File: src/rtl/dual_phase_timer_pkg.sv
package dual_phase_timer_pkg;

    localparam int PRESET_W = 16;
    localparam logic [PRESET_W-1:0] PRESET_MAX = 16'hffff;

    // time base: system clock period and the unit ladder, in their own units
    localparam int CLK_PERIOD_PS = 4000;
    localparam int TICK_1MS_PS = 1000000000;
    localparam int TICK_1MS_CYCLES = TICK_1MS_PS / CLK_PERIOD_PS;
    localparam int MS_CNT_W = 24;
    localparam int DECADE_W = 4;
    localparam logic [DECADE_W-1:0] DECADE_LAST = 4'h9;

    localparam logic [PRESET_W-1:0] CUR_RESET = 16'h0000;
    localparam logic [PRESET_W-1:0] ACC_RESET = 16'h0000;

    typedef enum logic [1:0] {
        MODE_CONTINUOUS,
        MODE_COUNT_LIMIT,
        MODE_TIME_LIMIT
    } pulse_mode_select_e;

    typedef enum logic [1:0] {
        UNIT_1S,
        UNIT_100MS,
        UNIT_10MS,
        UNIT_1MS
    } tick_unit_select_e;

    typedef enum logic [1:0] {
        PH_IDLE,
        PH_ON,
        PH_OFF,
        PH_DONE
    } phase_e;

    // a preset is either the value itself or the index of a data register
    typedef struct packed {
        logic from_reg;
        logic [PRESET_W-1:0] value;
    } preset_cfg_s;

    typedef struct packed {
        logic [MS_CNT_W-1:0] ms_cnt;
        logic [DECADE_W-1:0] dec10;
        logic [DECADE_W-1:0] dec100;
        logic [DECADE_W-1:0] dec1000;
        logic tick;
        logic en;
        phase_e phase;
        logic [PRESET_W-1:0] cur;
        logic [PRESET_W-1:0] acc;
        logic out;
    } timer_state_s;

endpackage

File: src/rtl/preset_fetch.sv
`timescale 1ns/100ps
module preset_fetch
    import dual_phase_timer_pkg::*;
(
    input wire logic mclk_i,
    input wire logic nrst_i,
    input wire preset_cfg_s cfg_i,
    output logic [PRESET_W-1:0] dreg_idx_o,
    input wire logic [PRESET_W-1:0] dreg_data_i,
    output logic [PRESET_W-1:0] preset_o
);
    logic [PRESET_W-1:0] preset_q;
    logic [PRESET_W-1:0] preset_d;

    // indirect presets hand out the index and take the stored word back
    assign dreg_idx_o = cfg_i.value;

    always_comb begin
        preset_d = cfg_i.from_reg ? dreg_data_i : cfg_i.value;
    end

    always_ff @(posedge mclk_i or negedge nrst_i) begin
        if (!nrst_i) begin
            preset_q <= CUR_RESET;
        end else begin
            preset_q <= preset_d;
        end
    end

    assign preset_o = preset_q;
endmodule

File: src/rtl/dual_phase_timer.sv
`timescale 1ns/100ps
// Function
// - enable rise starts on-phase time count
// - output high until on count reaches preset
// - then off phase counts, cycle repeats
// - enable low forces output low
// - count mode emits exactly preset pulses, or one cycle high for preset 0
// - time mode stops at total time limit
// - continuous mode pulses forever, reset default
// - continuous mode ignores the limit preset
// - time unit 1s, 100ms, 10ms, 1ms
// - presets are 16-bit constants or registers
// - current count cleared when timing starts
// - on preset lowered ends on phase
// - off preset lowered ends off phase
module dual_phase_timer
    import dual_phase_timer_pkg::*;
#(
    parameter int MS_CYCLES = TICK_1MS_CYCLES
) (
    input wire logic mclk_i,
    input wire logic nrst_i,
    input wire logic en_i,
    input wire pulse_mode_select_e pulse_mode_select_i,
    input wire tick_unit_select_e tick_unit_select_i,
    input wire preset_cfg_s on_duration_preset_i,
    input wire preset_cfg_s off_duration_preset_i,
    input wire preset_cfg_s limit_count_or_time_preset_i,
    output logic [PRESET_W-1:0] on_dreg_idx_o,
    input wire logic [PRESET_W-1:0] on_dreg_data_i,
    output logic [PRESET_W-1:0] off_dreg_idx_o,
    input wire logic [PRESET_W-1:0] off_dreg_data_i,
    output logic [PRESET_W-1:0] lim_dreg_idx_o,
    input wire logic [PRESET_W-1:0] lim_dreg_data_i,
    output logic pulse_o,
    output logic [PRESET_W-1:0] current_value_o,
    output logic [PRESET_W-1:0] limit_progress_o,
    output logic done_o
);
    localparam logic [MS_CNT_W-1:0] MS_LAST = MS_CNT_W'(MS_CYCLES - 1);

    timer_state_s q;
    timer_state_s d;
    logic [PRESET_W-1:0] on_p;
    logic [PRESET_W-1:0] off_p;
    logic [PRESET_W-1:0] lim_p;
    logic ms_end;
    logic end10;
    logic end100;
    logic end1000;
    logic unit_end;
    logic limited;
    logic rise;
    logic acc_step;
    logic [PRESET_W-1:0] acc_nx;

    preset_fetch u_on_fetch (
        .mclk_i(mclk_i),
        .nrst_i(nrst_i),
        .cfg_i(on_duration_preset_i),
        .dreg_idx_o(on_dreg_idx_o),
        .dreg_data_i(on_dreg_data_i),
        .preset_o(on_p)
    );

    preset_fetch u_off_fetch (
        .mclk_i(mclk_i),
        .nrst_i(nrst_i),
        .cfg_i(off_duration_preset_i),
        .dreg_idx_o(off_dreg_idx_o),
        .dreg_data_i(off_dreg_data_i),
        .preset_o(off_p)
    );

    preset_fetch u_lim_fetch (
        .mclk_i(mclk_i),
        .nrst_i(nrst_i),
        .cfg_i(limit_count_or_time_preset_i),
        .dreg_idx_o(lim_dreg_idx_o),
        .dreg_data_i(lim_dreg_data_i),
        .preset_o(lim_p)
    );

    // free-running ladder: one ms prescaler, then three decades
    assign ms_end = (q.ms_cnt == MS_LAST);
    assign end10 = ms_end && (q.dec10 == DECADE_LAST);
    assign end100 = end10 && (q.dec100 == DECADE_LAST);
    assign end1000 = end100 && (q.dec1000 == DECADE_LAST);

    always_comb begin
        case (tick_unit_select_i)
            UNIT_1S: unit_end = end1000;
            UNIT_100MS: unit_end = end100;
            UNIT_10MS: unit_end = end10;
            UNIT_1MS: unit_end = ms_end;
            default: unit_end = ms_end;
        endcase
    end

    assign rise = en_i && !q.en;
    // the limit is judged on the accumulator's next value, so the pulse that reaches it
    // runs straight into the done state and no stray restart cycle shows on the output
    assign acc_step = (pulse_mode_select_i == MODE_TIME_LIMIT && q.tick && q.phase != PH_DONE)
        || (pulse_mode_select_i == MODE_COUNT_LIMIT && q.phase == PH_OFF && q.cur >= off_p);
    assign acc_nx = (acc_step && q.acc != PRESET_MAX) ? q.acc + 1'b1 : q.acc;
    // limit only matters outside continuous mode
    assign limited = (pulse_mode_select_i != MODE_CONTINUOUS) && (acc_nx >= lim_p);

    always_comb begin
        d = q;
        d.en = en_i;
        d.ms_cnt = ms_end ? '0 : q.ms_cnt + 1'b1;
        if (ms_end) begin
            d.dec10 = (q.dec10 == DECADE_LAST) ? '0 : q.dec10 + 1'b1;
        end
        if (end10) begin
            d.dec100 = (q.dec100 == DECADE_LAST) ? '0 : q.dec100 + 1'b1;
        end
        if (end100) begin
            d.dec1000 = (q.dec1000 == DECADE_LAST) ? '0 : q.dec1000 + 1'b1;
        end
        d.tick = unit_end;
        if (!en_i) begin
            d.phase = PH_IDLE;
            d.cur = CUR_RESET;
            d.acc = ACC_RESET;
        end else if (rise) begin
            // limitation: a zero limit still shows one cycle of output before it is seen
            d.phase = PH_ON;
            d.cur = CUR_RESET;
            d.acc = ACC_RESET;
        end else begin
            case (q.phase)
                PH_ON: begin
                    if (limited) begin
                        d.phase = PH_DONE;
                    end else if (q.cur >= on_p) begin
                        d.phase = PH_OFF;
                        d.cur = CUR_RESET;
                    end else if (q.tick) begin
                        d.cur = q.cur + 1'b1;
                    end
                end
                PH_OFF: begin
                    if (limited) begin
                        d.phase = PH_DONE;
                    end else if (q.cur >= off_p) begin
                        d.phase = PH_ON;
                        d.cur = CUR_RESET;
                    end else if (q.tick) begin
                        d.cur = q.cur + 1'b1;
                    end
                end
                PH_DONE: d.cur = q.cur;
                default: d.phase = PH_IDLE;
            endcase
            // total time steps on every tick outside the done state, finished pulses at the end of each off phase
            d.acc = acc_nx;
        end
        d.out = en_i && (d.phase == PH_ON);
    end

    always_ff @(posedge mclk_i or negedge nrst_i) begin
        if (!nrst_i) begin
            q <= '{ms_cnt: '0, dec10: '0, dec100: '0, dec1000: '0, tick: 1'b0, en: 1'b0,
                   phase: PH_IDLE, cur: CUR_RESET, acc: ACC_RESET, out: 1'b0};
        end else begin
            q <= d;
        end
    end

    assign pulse_o = q.out;
    assign current_value_o = q.cur;
    assign limit_progress_o = q.acc;
    assign done_o = (q.phase == PH_DONE);
endmodule

File: config.mk
export PLATFORM = sky130hd
export DESIGN_NAME = dual_phase_timer
export DESIGN_NICKNAME = d
export VERILOG_FILES = /design/src/rtl/dual_phase_timer_pkg.sv /design/src/rtl/preset_fetch.sv /design/src/rtl/dual_phase_timer.sv
export SDC_FILE = /design/constraint.sdc
export NUM_CORES = 1
export LEC_CHECK = 0
export BUFFER_PORTS_ARGS = -buffer_cell sky130_fd_sc_hd__buf_4
export CORE_MARGIN = 2
export CORE_UTILIZATION = 54
export CTS_BUF_LIST = sky130_fd_sc_hd__clkbuf_16
export CTS_CLUSTER_DIAMETER = 120
export DETAILED_ROUTE_END_ITERATION = 8
export HOLD_SLACK_MARGIN = 0.05
export PLACE_DENSITY = 0.81
export SYNTH_ARGS = -nofsm -noshare
export SYNTH_HDL_FRONTEND = slang
export SYNTH_SLANG_ARGS = --single-unit
File: constraint.sdc
create_clock -name mclk_i -period 5.55 [get_ports mclk_i]
set_input_delay 0.8325 -clock mclk_i [delete_from_list [all_inputs] [get_ports mclk_i]]
set_output_delay 0.8325 -clock mclk_i [all_outputs]
set_load 0.01 [all_outputs]
Word level (Yosys, flattened, before mapping)
Index checks and enable logic that the tools add are counted.
W data, S select, Z words.
Storage, ports and cells
  output and inout bits: 82
  register bits after elaboration: 121
Cells by class
  $lt $le $gt $ge: 3
  reductions and logical operators: 16
  muxes and demuxes: 22
  $add $sub $neg: 6
  equality and inequality tests: 18
Operators by type and width (number)
  $mux W16: 9
  $mux W34: 2
  $ge A16 B16 Y1: 3
  $add A16 B1 Y16 const B: 2
  $pmux W16 S2: 1
  $add A24 B1 Y24 const B: 1
  $eq A24 B18 Y1 const B: 1
  $mux W24: 1
  $ne A16 B16 Y1 const B: 1
  $add A4 B1 Y4 const B: 3
  $eq A4 B4 Y1 const B: 3
  $mux W4: 3
  $logic_and A1 B1 Y1: 11
  $eq A2 B2 Y1 const B: 5
  $eq A2 B1 Y1 const B: 4
  $mux W2: 4
  $ne A4 B4 Y1 const B: 2
  $pmux W2 S3: 1
  $ne A4 B1 Y1 const B: 1
  $pmux W1 S4: 1
  $reduce_and A3 Y1: 1
  $logic_not A2 Y1: 1
  $ne A2 B2 Y1 const B: 1
  $reduce_bool A2 Y1: 1
  other kinds (2): 2

Logic depth before layout (Yosys ltp)
  word-level depth: 14
  gate-level depth with buffers: 19

Modules after synthesis
From an unflattened synthesis, not the netlist that was laid out.
Unflattened totals
  cell total of the unflattened synthesis: 755
  area total of the unflattened synthesis: 7701.1 µm²
Modules (own cells, without submodules)
  dual_phase_timer: cells an instance 605, times used 1, area an instance 5392.7 µm²
  preset_fetch: cells an instance 50, times used 3, area an instance 769.5 µm²

Least setup slack after synthesis
Ideal clock, no wire load.
  kind: reg2reg
  start: register q (netlist bit current_value_o[10])
  end: register q (netlist bit current_value_o[8])
  path slack: 1.268 ns
  cell stages (with the launch flop): 18
  required time: 5.424 ns
  setup time: 0.126 ns
  arrival: 4.156 ns
  path buffers: 2
  cell sequence: dfrtp_1 > ha_1 > and3_1 > nand3_1 > or4_4 > a211oi_2 > nor2_1 > buf_6 > or3_1 > nand2_1 > ha_1 > nand4_1 > nor3_1 > a2111oi_0 > o31ai_1 > o2bb2ai_1 > clkbuf_1 > a221o_1
On the way
  cells in the longest elaborated chain, start to end: 9
  elaborated cells between the ends (all ways): 18
Ends and longest elaborated chain
  start: declaration: RTL line dual_phase_timer.sv:42  | timer_state_s q;
  start signal: assignment: RTL line dual_phase_timer.sv:165  | q <= '{ms_cnt: '0, dec10: '0, dec100: '0, dec1000: '0, tick: 1'b0, en: 1'b0,
  $ge A16 B16 Y1: RTL line dual_phase_timer.sv:104, dual_phase_timer.sv:147
  $logic_and A1 B1 Y1: RTL line dual_phase_timer.sv:104  | || (pulse_mode_select_i == MODE_COUNT_LIMIT && q.phase == PH_OFF && q.cur >= off_p);
  $logic_or A1 B1 Y1: RTL line dual_phase_timer.sv:104
  $logic_and A1 B1 Y1: RTL line dual_phase_timer.sv:105  | assign acc_nx = (acc_step && q.acc != PRESET_MAX) ? q.acc + 1'b1 : q.acc;
  $mux W16: RTL line dual_phase_timer.sv:105
  $ge A16 B16 Y1: RTL line dual_phase_timer.sv:107  | assign limited = (pulse_mode_select_i != MODE_CONTINUOUS) && (acc_nx >= lim_p);
  $logic_and A1 B1 Y1: RTL line dual_phase_timer.sv:107
  $ne A4 B4 Y1 (no source line)
  $reduce_and A3 Y1 (no source line)
Several ways; a longest one is shown, not always the timed one. The select of a mux whose other input is x is not followed.
A chain may end at the register's enable or synchronous reset.

Final worst setup path
  start: register q (netlist bit current_value_o[9])
  end: register q (netlist bit current_value_o[10])
Same word-level chain as after synthesis.

==> qor.txt <==
Run status = finished clean
Syn Area/Cell = 9.82 um2
Antenna violations before repair = 0
Critical path origin = current_value_o[9]
Slew headroom = 26.1%
Fmax = 196 MHz
Worst skew pair latency = 0.42 ns
Layout cell share with drive strength beyond 1 = 31.7%
First-pass iteration count of the detailed router = 5
Power Density = 241 mW/mm2
Antenna cells = 0
Clock Skew = 0.00911 ns
Setup total negative slack = 0 ns
Pwr Total = 0.00221 W
Core ar. = 0.0138 mm2
Post-Synthesis Cells = 770
Die width = 122 um
Full die area = 0.0150 mm2
CP endpoint kind = register
Max cap viols = 0
Tcrit/Tclk final = 92.0%
Post-synth EDFFs = 0
Final hold vios = 0
Most common cell in the synthesized netlist = dfrtp_1
Sequential fraction of the synthesis area = 40.0%
Main synth FF type = dfrtp_1
Clock buffer count from CTS = 17
Max IR drop VDD = 242 uV
Clock sinks = 121
Vias in the first global route = 5,766
Die height = 122 um
Gr ovfl total = 0
Top post-synthesis cells by count = dfrtp_1, buf_4, nand2_1
Max incr delay on CP = 0.57 ns
DR DRC count = 0
DRT antenna net count = 0
Setup crit start kind = register
Crit path max fanout = 11
Gpl congestion = 0.887
RSZ-0062 raised after global routing = false
GRT Util Overall = 23.0%
Via/cell ratio = 5.39
CTS tree = built
Worst min path class = register to register
Post-Route WL = 16.6 mm
Yosys top cell by area = dfrtp_1
Finished Core Util = 66.6%
Worst Setup Path Type = register to register
Synthesized netlist net count = 932
CTS clk-pin slew, worst paths = 0.06 ns
Post-CTS sizing = 0
Finish-stage setup viols = 0
H-tree levels = 4
Worst path cell trace = ha_1, and3_1, nand3_1, or4_4, a211oi_2, o21ai_1, or3_1, nand2_1, ha_1, a21oi_1, nand2_1, a2111oi_0, o31ai_1, o2bb2ai_1, buf_4, nand2b_1, o311ai_0
Max Slew Vio Count = 0
DR WL/cell = 15.3 um
Synth area leaders = dfrtp_1, ha_1, buf_4
Yosys warns = 0
Slowest cell on crit path = or4_4
#FFs+latches synth = 121
Area growth, synth to finish = 21.3%
Filler cells = 1,133
DR iter-0 viols = 359
Period minus WS final = 5.10 ns
IO Pins = 188
Worst Path Required = 5.84 ns
PortBufs = 187
Top Family by Delay on Critical Path = compound AO/OA/AOI/OAI gates
First-pass GRT wire length = 27.1 mm
Mapped cell area = 0.00756 mm2
Post-synth top area share = 40.0%
Post-CTS setup buffers = 0
Post-layout nets = 1,052
WP buf/inv = 1
Arrival time worst endpoint = 5.39 ns
Initial Utilization = 54.9%
Slew @ Worst Pin = 1.11 ns
Hpwl dp = 12.1 mm
Vias = 5,832
WHS = 0.480 ns
Pin count of the biggest net entering global routing = 65
R2R Path Start = current_value_o[9]
Row count = 43
Pleak = 4.58 nW
CTS Buffer Depth = 2
Asr flop ratio synth = 100%
Hold-fix buffer count after cts = 0
Post-synth cell types = 70
Clock root buffer = clkbuf_16
Hold Path Origin = q[41]
-- per-layer routing --
| layer | track usage (%) | vias up | wire length (um) |
|---|---|---|---|
| met5 | 0 | - | 0 |
| met4 | 7.26 | 0 | 286 |
| met3 | 5.02 | 23 | 757 |
| met2 | 38.6 | 136 | 8300 |
| met1 | 29.7 | 2813 | 7210 |
| li1 | - | 2860 | - |
-- cell usage in the layout, fill, tap and decap left out, drive strengths merged, types with 3 or more instances in the layout --
cell type and n:
a211oi 6, a21o 11, a21oi 31, a22o 10, and2 7, and3 12
and4 4, buf 196, bufinv 3, clkbuf 17, clkinv 6, dfrtp 121
ha 56, inv 63, mux2 48, mux2i 8, nand2 67, nand2b 10
nand3 34, nand4 11, nor2 38, nor2b 8, nor3 13, nor4 3
o21a 3, o21ai 22, o22ai 4, o31ai 3, o41ai 3, or2 3
or3 8, or4 6, xnor2 18, xor2 16
-- logic make-up (layout without fill, tap and decap cells) --
kind of cell | after synthesis | count (layout) | synth area share [%]
XOR/XNOR | 34 | 34 | 3.94
multiplexers | 56 | 56 | 8.21
AO/OA/AOI/OAI | 114 | 114 | 10.3
adder cells (fa/ha/maj) | 56 | 56 | 9.27
flip-flops | 121 | 121 | 40.0
buffers and inverters | 154 | 287 | 11.7
AND/OR/NAND/NOR | 235 | 235 | 16.5
-- worst paths after layout --
check                                       to  slack, ns  depth (start not counted)
setup / recovery           current_value_o[10]       0.45                         17
hold / removal                           q[41]       0.48                          1
setup reg to reg           current_value_o[10]       0.45                         17
hold reg to reg                          q[41]       0.48                          1
max in group asynchronous  current_value_o[10]       3.79                          2
min in group asynchronous                q[37]       0.51                          1
-- report_power, final --
part	switching, W	internal (W)
sequential	0.0000101	0.000911
combinational	0.000102	0.000119
clock	0.000381	0.000688
total	0.000492	0.00172
-- layout make-up --
type	instances	area [um2]	area share, %
inverter	59	221	2.42
timing repair buffer	196	1470	16.0
multi-input combinational	495	3650	39.9
tap	180	225	2.46
clock buffer	17	425	4.64
clock inverter	15	144	1.57
sequential	121	3030	33.0
-- state kept, by name (all words and copies together) (netlist names) --
| signal | count |
|---|---|
| pulse_o | 1 |
| current_value_o | 16 |
| limit_progress_o | 16 |
| u_lim_fetch.preset_o | 16 |
| u_on_fetch.preset_o | 16 |
| q | 40 |
| u_off_fetch.preset_o | 16 |
-- per-stage QoR --
step	std cells	area [um2]	setup WS, ns
5_1_grt	1083	9170	0.0519
3_5_place_dp	1051	8590	0.265
4_1_cts	1083	9160	0.210
3_3_place_gp	1051	8590	0.356
2_1_floorplan	770	7560	1.27
6_report	1083	9170	0.446
No activity file was read; power rests on OpenSTA's default activity.
